--- src/hdl/dbc_map.svh ---
// register offsets, field positions, reset values and sizes of the doorbell completion block
`ifndef DBC_MAP_SVH
`define DBC_MAP_SVH
`define DBC_OFF_CPL_ENTRY    8'h14
`define DBC_OFF_CPL_RESULT   8'h18
`define DBC_OFF_REPORT_CTRL  8'h1C
`define DBC_OFF_IRQ_ENABLE   8'h20
`define DBC_OFF_IRQ_STATUS   8'h24
`define DBC_OFF_CPL_LEVEL    8'h28
`define DBC_BIT_REPORT_OK    0
`define DBC_BIT_REPORT_ERR   1
`define DBC_BIT_RX           0
`define DBC_BIT_CPL          1
`define DBC_BIT_OVF          2
`define DBC_CTRL_RESET       2'h0
`define DBC_IRQ_RESET        3'h0
`define DBC_RES_DONE         2'h0
`define DBC_RES_ERROR        2'h1
`define DBC_RES_TIMEOUT      2'h2
`define DBC_CPL_DEPTH        16
`endif

--- src/hdl/dbc_pkg.sv ---
// types shared by the doorbell completion block
`default_nettype none
package dbc_pkg;
  typedef logic [1:0] dbc_result_t;
  // one finished outbound doorbell: target ids, info field and result
  typedef struct packed {
    logic [7:0]  largeDestId;
    logic [7:0]  destId;
    logic [15:0] info;
    dbc_result_t result;
  } dbc_cpl_s;
  // register port request
  typedef struct packed {
    logic [7:0]  addr;
    logic [31:0] wdata;
    logic        wr;
    logic        rd;
  } dbc_bus_s;
  localparam int DBC_CPL_W = $bits(dbc_cpl_s);
endpackage : dbc_pkg
`default_nettype wire

--- src/hdl/dbc_core.sv ---
// doorbell completion reporting and interrupt registers
`default_nettype none
`include "dbc_map.svh"
// Functional notes
// [RULE1] error-report bit high queues error or timed-out doorbells; low drops them
// [RULE2] success-report bit high queues successful responses; low discards them
// [RULE3] enable register: bit2 overflow, bit1 completion, bit0 reception; reset zero
// [RULE4] overflow status sets on fifo overflow, holds until one entry is read
// [RULE5] software clears overflow by writing one after reading an entry
// [RULE6] completion status sets on new completion; write one clears, zero keeps
// [RULE7] reception status sets on inbound doorbell; write one clears, zero keeps
// [RULE8] completion fifo holds sixteen entries; any further entry is overflow
// [RULE9] result of last read entry: 00 done, 01 error, 10 time-out
// [RULE10] interrupt output high while any status bit and its enable are set
module dbc_core
  import dbc_pkg::*;
#(
  parameter int CPL_DEPTH = `DBC_CPL_DEPTH
) (
  input  wire logic              core_clk,
  input  wire logic              rst,
  input  wire dbc_pkg::dbc_bus_s busReq,
  output logic [31:0]            busRdata,
  input  wire logic              txDoneValid,
  input  wire dbc_pkg::dbc_cpl_s txDoneData,
  input  wire logic              rxDoorbellPulse,
  output logic                   doorbellIrq
);
  import dbc_pkg::*;

  logic [1:0]  reportCtrl_reg;
  logic [2:0]  irqEnable_reg;
  dbc_result_t lastResult_reg;
  logic        ovfHold_reg;
  logic [31:0] rdata_reg;
  logic        pushValid;
  logic        popReq;
  logic        popDone;
  logic        overflowPulse;
  logic [7:0]  cplLevel;
  dbc_cpl_s    headData;
  logic [2:0]  status;
  logic [2:0]  setEvt;
  logic [2:0]  clrMask;
  logic [2:0]  clrAllow;
  logic        wrHit;

  // true for a write strobe aimed at the given offset
  function automatic logic wrAt(input dbc_bus_s b, input logic [7:0] off);
    return b.wr && (b.addr == off);
  endfunction : wrAt

  // filter finished doorbells by result class
  always_comb begin
    pushValid = 1'b0;
    if (txDoneValid) begin
      if (txDoneData.result == `DBC_RES_DONE) begin
        pushValid = reportCtrl_reg[`DBC_BIT_REPORT_OK]; // see [RULE2]
      end else begin
        pushValid = reportCtrl_reg[`DBC_BIT_REPORT_ERR]; // see [RULE1]
      end
    end
  end

  // reading the entry register pops the fifo head
  assign popReq = busReq.rd && (busReq.addr == `DBC_OFF_CPL_ENTRY);

  dbc_cpl_fifo #(
    .DEPTH (CPL_DEPTH)
  ) u_fifo (
    .core_clk      (core_clk),
    .rst           (rst),
    .pushValid     (pushValid),
    .pushData      (txDoneData),
    .popReq        (popReq),
    .headData      (headData),
    .popDone       (popDone),
    .overflowPulse (overflowPulse),
    .level         (cplLevel)
  );

  // control registers written by software
  always_ff @(posedge core_clk) begin
    if (rst) begin
      reportCtrl_reg <= `DBC_CTRL_RESET;
      irqEnable_reg  <= `DBC_IRQ_RESET; // see [RULE3]
    end else begin
      if (wrAt(busReq, `DBC_OFF_REPORT_CTRL)) begin
        reportCtrl_reg <= busReq.wdata[1:0];
      end
      if (wrAt(busReq, `DBC_OFF_IRQ_ENABLE)) begin
        irqEnable_reg <= busReq.wdata[2:0]; // see [RULE3]
      end
    end
  end

  // result of the entry most recently popped; captured on the read itself
  always_ff @(posedge core_clk) begin
    if (rst) begin
      lastResult_reg <= `DBC_RES_DONE;
    end else if (popReq && (cplLevel != 8'h00)) begin
      lastResult_reg <= headData.result; // see [RULE9]
    end
  end

  // overflow may only be cleared once an entry has been read since it was raised
  always_ff @(posedge core_clk) begin
    if (rst) begin
      ovfHold_reg <= 1'b0;
    end else if (overflowPulse) begin
      ovfHold_reg <= 1'b1; // see [RULE4]
    end else if (popDone) begin
      ovfHold_reg <= 1'b0;
    end
  end

  // status events and write-one-to-clear
  assign wrHit = wrAt(busReq, `DBC_OFF_IRQ_STATUS);
  always_comb begin
    setEvt = '0;
    setEvt[`DBC_BIT_OVF] = overflowPulse; // see [RULE4]
    // same room test as the fifo, so the bit rises exactly when an entry lands
    setEvt[`DBC_BIT_CPL] = pushValid && (cplLevel < 8'(CPL_DEPTH)); // see [RULE6]
    setEvt[`DBC_BIT_RX]  = rxDoorbellPulse; // see [RULE7]
    clrMask  = wrHit ? busReq.wdata[2:0] : 3'h0;
    clrAllow = 3'h7;
    clrAllow[`DBC_BIT_OVF] = !ovfHold_reg; // see [RULE5]
  end

  dbc_irq_status #(
    .N (3)
  ) u_irq (
    .core_clk (core_clk),
    .rst      (rst),
    .setEvt   (setEvt),
    .clrMask  (clrMask),
    .clrAllow (clrAllow),
    .enable   (irqEnable_reg),
    .status   (status),
    .irq      (doorbellIrq)
  );

  // read data one cycle after the strobe; unmapped offsets read zero
  always_ff @(posedge core_clk) begin
    if (rst) begin
      rdata_reg <= 32'h0;
    end else if (busReq.rd) begin
      case (busReq.addr)
        `DBC_OFF_CPL_ENTRY: begin
          rdata_reg <= (cplLevel != 8'h00) ?
            {headData.largeDestId, headData.destId, headData.info} : 32'h0;
        end
        `DBC_OFF_CPL_RESULT:  rdata_reg <= {30'h0, lastResult_reg};
        `DBC_OFF_REPORT_CTRL: rdata_reg <= {30'h0, reportCtrl_reg};
        `DBC_OFF_IRQ_ENABLE:  rdata_reg <= {29'h0, irqEnable_reg};
        `DBC_OFF_IRQ_STATUS:  rdata_reg <= {29'h0, status};
        `DBC_OFF_CPL_LEVEL:   rdata_reg <= {24'h0, cplLevel};
        default:              rdata_reg <= 32'h0;
      endcase
    end else begin
      rdata_reg <= 32'h0;
    end
  end
  assign busRdata = rdata_reg;
endmodule : dbc_core
`default_nettype wire

--- src/hdl/dbc_cpl_fifo.sv ---
// completion fifo of finished outbound doorbells with overflow pulse
`default_nettype none
`include "dbc_map.svh"
module dbc_cpl_fifo
  import dbc_pkg::*;
#(
  parameter int DEPTH = `DBC_CPL_DEPTH
) (
  input  wire logic             core_clk,
  input  wire logic             rst,
  input  wire logic             pushValid,
  input  wire dbc_pkg::dbc_cpl_s pushData,
  input  wire logic             popReq,
  output dbc_pkg::dbc_cpl_s     headData,
  output logic                  popDone,
  output logic                  overflowPulse,
  output logic [7:0]            level
);
  localparam int AW = $clog2(DEPTH);
  dbc_cpl_s             mem [DEPTH];
  logic [AW-1:0]        wrPtr_reg;
  logic [AW-1:0]        rdPtr_reg;
  logic [AW:0]          count_reg;
  logic                 doPush;
  logic                 doPop;

  // a push into a full fifo is dropped and flagged; a same-cycle pop frees no room first
  assign doPop = popReq && (count_reg != '0);
  assign doPush = pushValid && (count_reg != (AW+1)'(DEPTH));
  assign headData = mem[rdPtr_reg];
  assign level = 8'(count_reg);

  // storage, written only when room exists
  always_ff @(posedge core_clk) begin
    if (doPush) begin
      mem[wrPtr_reg] <= pushData;
    end
  end

  // pointers and occupancy
  always_ff @(posedge core_clk) begin
    if (rst) begin
      wrPtr_reg <= '0;
      rdPtr_reg <= '0;
      count_reg <= '0;
    end else begin
      if (doPush) begin
        wrPtr_reg <= wrPtr_reg + 1'b1;
      end
      if (doPop) begin
        rdPtr_reg <= rdPtr_reg + 1'b1;
      end
      count_reg <= count_reg + (AW+1)'(doPush) - (AW+1)'(doPop);
    end
  end

  // one-cycle event outputs
  always_ff @(posedge core_clk) begin
    if (rst) begin
      popDone       <= 1'b0;
      overflowPulse <= 1'b0;
    end else begin
      popDone       <= doPop;
      overflowPulse <= pushValid && !doPush; // see [RULE8]
    end
  end
endmodule : dbc_cpl_fifo
`default_nettype wire

--- src/hdl/dbc_irq_status.sv ---
// sticky write-one-to-clear status bits with mask and level interrupt
`default_nettype none
module dbc_irq_status #(
  parameter int N = 3
) (
  input  wire logic         core_clk,
  input  wire logic         rst,
  input  wire logic [N-1:0] setEvt,
  input  wire logic [N-1:0] clrMask,
  input  wire logic [N-1:0] clrAllow,
  input  wire logic [N-1:0] enable,
  output logic [N-1:0]      status,
  output logic              irq
);
  // set wins over a clear in the same cycle; clrAllow holds off clears that are not yet legal
  always_ff @(posedge core_clk) begin
    if (rst) begin
      status <= '0;
    end else begin
      status <= setEvt | (status & ~(clrMask & clrAllow)); // see [RULE6] see [RULE7]
    end
  end

  // level interrupt, high while any enabled bit is set
  assign irq = |(status & enable); // see [RULE10]
endmodule : dbc_irq_status
`default_nettype wire

--- config.mk ---
export PLATFORM = sky130hd
export DESIGN_NAME = dbc_core
export DESIGN_NICKNAME = d
export VERILOG_FILES = /design/src/hdl/dbc_pkg.sv /design/src/hdl/dbc_core.sv /design/src/hdl/dbc_cpl_fifo.sv /design/src/hdl/dbc_irq_status.sv
export VERILOG_INCLUDE_DIRS = /design/src /design/src/hdl
export SDC_FILE = /design/constraint.sdc
export NUM_CORES = 1
export LEC_CHECK = 0
export BUFFER_PORTS_ARGS = -buffer_cell sky130_fd_sc_hd__buf_2
export CORE_ASPECT_RATIO = 2
export CORE_MARGIN = 3
export CORE_UTILIZATION = 50
export CTS_BUF_LIST = sky130_fd_sc_hd__clkbuf_4 sky130_fd_sc_hd__clkbuf_8
export CTS_CLUSTER_SIZE = 40
export DETAILED_ROUTE_END_ITERATION = 12
export GPL_ROUTABILITY_DRIVEN = 1
export PLACE_DENSITY = 0.64
export SYNTH_ARGS = -nofsm -noshare
export SYNTH_HDL_FRONTEND = slang
export SYNTH_SLANG_ARGS = --single-unit
--- constraint.sdc ---
create_clock -name core_clk -period 10.5 [get_ports core_clk]
set_input_delay 2.1 -clock core_clk [delete_from_list [all_inputs] [get_ports core_clk]]
set_output_delay 2.1 -clock core_clk [all_outputs]
set_load 0.005 [all_outputs]
# Word-level counts from Yosys, hierarchy flattened
# Memory sizes are Yosys's and may differ from the RTL's. A register that Yosys moved wholly into a read port is not among the register bits.
# Index checks and enable logic that the tools add are counted.
[totals]
reg_bits = 58
ram_bits = 544
in_bits = 80
out_inout_bits = 33
word_cells = 58
mem_count = 1
[classes]
addsub = 4
magnitude_cmp = 1
n_eq_ne = 7
n_mux = 11
bitwise_logic = 6
reduce_logical = 17
[mem_list]
columns = ["memory", "depth", "word_bits", "rd", "rd_ports_with_merged_regs", "wr", "line_no", "source"]
rows = [
  ["u_fifo.mem", 16, 34, 1, 1, 1, "dbc_cpl_fifo.sv:20", "dbc_cpl_s mem [DEPTH];"],
]
[op_table]
columns = ["cell", "n"]
rows = [
  ["$pmux W32 S6", 1],
  ["$mux W32", 1],
  ["$eq A8 B5 Y1 const B", 3],
  ["$eq A8 B6 Y1 const B", 3],
  ["$and A3 B3 Y3", 3],
  ["$logic_and A1 B1 Y1", 9],
  ["$add A4 B1 Y4 const B", 2],
  ["$mux W4", 2],
  ["$reduce_bool A8 Y1", 1],
  ["$mux W1", 6],
  ["$add A5 B1 Y5", 1],
  ["$lt A5 B5 Y1 const B", 1],
  ["$ne A5 B5 Y1 const B", 1],
  ["$reduce_bool A5 Y1", 1],
  ["$sub A5 B1 Y5", 1],
  ["$mux W3", 1],
  ["$not A3 Y3", 1],
  ["$or A3 B3 Y3", 1],
  ["$reduce_or A3 Y1", 1],
  ["$logic_not A1 Y1", 2],
  ["$logic_not A2 Y1", 1],
  ["$reduce_bool A2 Y1", 1],
  ["$reduce_or A2 Y1", 1],
  ["$not A1 Y1", 1],
]

# Logic depth before layout (Yosys ltp)
[depth]
word_depth = 7
ltp_mapped = 13
ltp_nobuf = 13

# Modules after synthesis
# A second synthesis with hierarchy kept.
[unflattened]
hier_cells = 1112
hier_area_um2 = 22937.0
[modules_own_cells]
columns = ["mod", "n_inst", "cells_each", "area_each_um2", "seq_area_each_um2"]
rows = [
  ["dbc_cpl_fifo", 1, 948, 21265.4, 16716.0],
  ["dbc_core", 1, 150, 1549.0, 800.8],
  ["dbc_irq_status", 1, 14, 122.6, 60.1],
]

# Least setup slack after synthesis
# OpenSTA, ideal clock, no wires.
[synth_path]
kind = "input-to-reg"
startpoint = "in txDoneData[1] (netlist bit)"
endpoint = "mem u_fifo.mem[3][0] (netlist bit), enable pin"
setup_time_ns = 0.467
arrival_time_ns = 5.597
required_time_ns = 10.033
setup_slack_ns = 4.436
path_stages = 4
n_path_buf = 0
path_cell_list = "or3b_2 > a211oi_2 > nand2_1 > nor3_1"
[synth_between]
elab_chain_len = 6
[synth_rtl]
columns = ["item", "line_no", "source"]
rows = [
  ["from (decl)", "dbc_core.sv:25", "input wire dbc_pkg::dbc_cpl_s txDoneData,"],
  ["$logic_not A2 Y1 (no source line)", "--", ""],
  ["$mux W1", "dbc_core.sv:57", "if (txDoneData.result == `DBC_RES_DONE) begin"],
  ["$mux W1", "dbc_core.sv:56", "if (txDoneValid) begin"],
  ["$logic_and A1 B1 Y1", "dbc_cpl_fifo.sv:29", "assign doPush = pushValid && (count_reg != (AW+1)'(DEPTH));"],
  ["named net u_fifo.doPush", "dbc_cpl_fifo.sv:24", "logic doPush;"],
  ["$mux W1", "dbc_cpl_fifo.sv:35", "if (doPush) begin"],
  ["$mux W1 (not written as such)", "dbc_cpl_fifo.sv:36", "mem[wrPtr_reg] <= pushData;"],
  ["to (decl)", "dbc_cpl_fifo.sv:20", ""],
]
# The timed path passes the listed nets, and every way through them passes these cells.

# Worst setup path after layout
[layout_path]
startpoint = "in txDoneData[0] (netlist bit)"
endpoint = "mem u_fifo.mem[7][14] (netlist bit), enable pin"
# Same word-level chain as after synthesis.

==> summary.log <==
[synth] commonest cells in the synthesized netlist 544 x sky130_fd_sc_hd__edfxtp_1, 163 x sky130_fd_sc_hd__mux4_2, 62 x sky130_fd_sc_hd__dfxtp_1
[detailed_routing] number of iterations in the first detailed-routing pass 7
[finish] filler cell count in the final layout 3,385
[finish] area added between synthesis and finish 12.67%
[synth] synthesized flop and latch total 606
[clock_network] H-tree Lvls 3
[floorplan] Core Footprint 45,140 sq um
[sta] RSZ-0062 raised after global routing no
[worst_setup_path] Max Fanout on Critical Path 18
[floorplan] Die ar. 48,640 sq um
[synth] fraction of synthesized cell area in xor and xnor cells 0.4200%
[synth] leading cell type by number of instances after synthesis sky130_fd_sc_hd__edfxtp_1
[clock_network] number of clock sinks seen by CTS 606
[clock_network] Setup Fix Bufs, Post-CTS 0
[global_routing] aggregate global routing overflow 0
[synth] post-synthesis mux area share 16.49%
[sta] final worst path period need 4865 ps
[clock_network] source-to-sink clock delay at the later pin of the worst-skew pair 630 ps
[global_routing] vias in the first global route 11,760
[floorplan] Vert. Die Dim 308.9 um
[sta] aggregate negative setup slack 0 ps
[pwr] total power density per cell area 173.5 nW/um^2
[finish] area of the multi-input gates 5190 sq um
[worst_setup_path] startpoint type of the worst setup path primary input
[placed_design] instance area at placement 24,130 sq um
[synth] Syn Area/Cell 22.06 sq um
[detailed_routing] routed wire length per instance 27.03 um
[synth] most area-consuming cells after synthesis sky130_fd_sc_hd__edfxtp_1 71%, sky130_fd_sc_hd__mux4_2 16%, sky130_fd_sc_hd__dfxtp_1 5.4%
[synth] share of the yosys chip area belonging to registers 76.62%
[detailed_routing] vias per cell 5.937
[finish] Reg area 17,590 sq um
[finish] flip-flop count of the largest register, all copies and words added 544
[synth] number of synthesized flops with an enable pin 544
[synth] Cells after Synth 1,040
[worst_hold_path] number of cells on the worst hold path 2
[detailed_routing] DRC violations left 0
[clock_network] largest buffer count on any clock path 3
[detailed_routing] Detailed Route Iter0 Violations 835
[clock_network] clock transition at the registers of the reported paths 60 ps
[global_routing] maximum number of pins on one net before global-route repair 114
[detailed_routing] via total after detailed routing 10,780
[synth] library cells used by synthesis 49
[worst_setup_path] type of destination of the critical path flip-flop
[worst_setup_path] critical path data required time 10,760 ps
[worst_hold_path] worst min-delay path class flip-flop to flip-flop
[sta] Worst-Margin Slew 1094 ps
[synth] post-synthesis instance area 22,940 sq um
[global_routing] All-Layer GR Usage 20.96%
[worst_setup_path] Worst Path Arrival 5130 ps
[worst_setup_path] Crit Path Class primary input to flip-flop
[placed_design] final weighted congestion of routability-driven global placement 0.7920
[pwr] leakage power 8.186 nW
[sta] Slew Viols, Final 0
[placed_design] hpwl dp 26,540 um
[finish] Total Nets Final 1,276
[synth] net count after synthesis 1,131
[clock_network] number of buffers created by CTS 84
[worst_setup_path] Register-to-Register Setup Slack 7000 ps
[synth] Synth Warn # 0
[sta] FMAX 205.6 MHz
[finish] fraction of layout instances using a drive strength above 1 35.25%
[worst_setup_path] Reg2Reg Depth 7
[sta] number of setup violations in the final report 0
[floorplan] placement row count 110
[synth] adder and majority cell fraction of the synthesized area 0.6327%
[pwr] worst supply voltage drop on vdd 0.0001366 V
[global_routing] first-pass GRT wire length 73,640 um
[sta] max_slew headroom 27.07%
[placed_design] Port-buffer cells 83
[synth] share of async-settable or async-resettable flops after synthesis 0%
[detailed_routing] post-detailed-routing wire length 49,080 um
[outcome] run status completed
[finish] Non-Filler Cell Area, Final 25,850 sq um
[clock_network] TritonCTS clock tree yes
[clock_network] cell chosen for the clock root sky130_fd_sc_hd__clkbuf_8
[floorplan] Die Wd 157.5 um
[detailed_routing] antenna violation net count after detailed routing 0
[synth] predominant post-synthesis flop cell sky130_fd_sc_hd__edfxtp_1
[synth] simple-gate portion of the synthesized area 3.360%
[sta] ratio of final minimum period to clock period 46.33%
[clock_network] Hold Buf Count CTS 0
[synth] Compound-Gate Fraction of Synth Area 1.244%
[global_routing] antenna violations before repair 2
[run] maximum capacitance violations 0
[synth] main combinational cell family by area after synthesis multiplexers
[floorplan] Initial Utilization 50.81%
[floorplan] top-level I/O count 113
[synth] share of the synthesized area in the top cell type 71.21%
[clock_network] post-cts sizing count 0
[sta] hold violation count in the final report 0
[sta] setup clock skew after layout 37.54 ps
[synth] cell taking the most area after synthesis sky130_fd_sc_hd__edfxtp_1
[kinds of logic (layout without fill, tap and decap cells)]
group | Yosys count | after routing
AOI/OAI and AO/OA | 39 | 39
xor gates and xnor gates | 11 | 11
adders and majority gates | 11 | 11
buffers and inverters | 58 | 272
DFF | 606 | 606
muxes | 174 | 174
other | 0 | 2
and+or+nand+nor | 141 | 141
[final timing paths]
kind                        from                 to
max                txDoneData[0]  u_fifo.mem[7][14]
max reg2reg  u_fifo.count_reg[3]  u_fifo.mem[7][14]
min          u_fifo.rdPtr_reg[1]          flip-flop
min reg2reg  u_fifo.rdPtr_reg[1]          flip-flop
[metrics by stage]
stage | std cells | hold slack, ps | power [mW] | utilization [%] | setup slack (ps)
2_1_floorplan | 1040 | 437.5 | 2.682 | - | 4436
3_3_place_gp | 1659 | 472.3 | 2.715 | 53.45 | 5023
3_5_place_dp | 1659 | 482.3 | 2.719 | 53.45 | 4979
4_1_cts | 1814 | 492.6 | 4.530 | 57.24 | 5623
5_1_grt | 1815 | 515.4 | 4.638 | 57.25 | 5548
6_report | 1816 | 491.4 | 4.485 | 57.25 | 5635
[area by class of cell]
cell class	count	area share, %
Clock inverter	31	0.7697
Timing Repair Buffer	108	2.382
Clock buffer	124	5.853
Multi-Input combinational cell	376	20.08
Inverter	9	0.1307
Sequential cell	606	68.05
Tap cell	560	2.711
Antenna cell	2	0.01936
[worst max-delay path, stage by stage]
cell and delay [ps]:
sky130_fd_sc_hd__buf_2 210, sky130_fd_sc_hd__or3b_2 510, sky130_fd_sc_hd__a211oi_2 600, sky130_fd_sc_hd__nand2_1 430, sky130_fd_sc_hd__nor2_4 720, sky130_fd_sc_hd__buf_4 470
[layout by cell type (no fill, tap or decap), types with 11 or more instances in the layout]
master,synthesis,final
sky130_fd_sc_hd__a21oi_1,11,11
sky130_fd_sc_hd__buf_2,16,83
sky130_fd_sc_hd__buf_4,4,24
sky130_fd_sc_hd__clkbuf_4,0,31
sky130_fd_sc_hd__clkbuf_8,0,93
sky130_fd_sc_hd__clkinv_1,0,14
sky130_fd_sc_hd__dfxtp_1,62,58
sky130_fd_sc_hd__edfxtp_1,544,544
sky130_fd_sc_hd__mux4_2,163,163
sky130_fd_sc_hd__nand2_1,15,15
sky130_fd_sc_hd__nand3_1,13,13
sky130_fd_sc_hd__nor2_1,48,36
sky130_fd_sc_hd__nor2_4,0,12
sky130_fd_sc_hd__nor2b_1,26,26
[routing by layer]
layer / track usage [%] / vias up / part of all wire, %
met4: 7.455 / 0 / 2.7
met5: 0 / - / 0
li1: - / 4615 / -
met2: 37.72 / 312 / 56
met1: 25.56 / 5748 / 37
met3: 3.388 / 106 / 4.6
[power breakdown]
part           internal [mW]  leakage [nW]  switching [mW]
Combinational        0.00900          1.89          0.0354
Clock                  0.958         0.911           0.860
Sequential              2.62          5.39        0.000296
(Power assumes the default switching activity.)
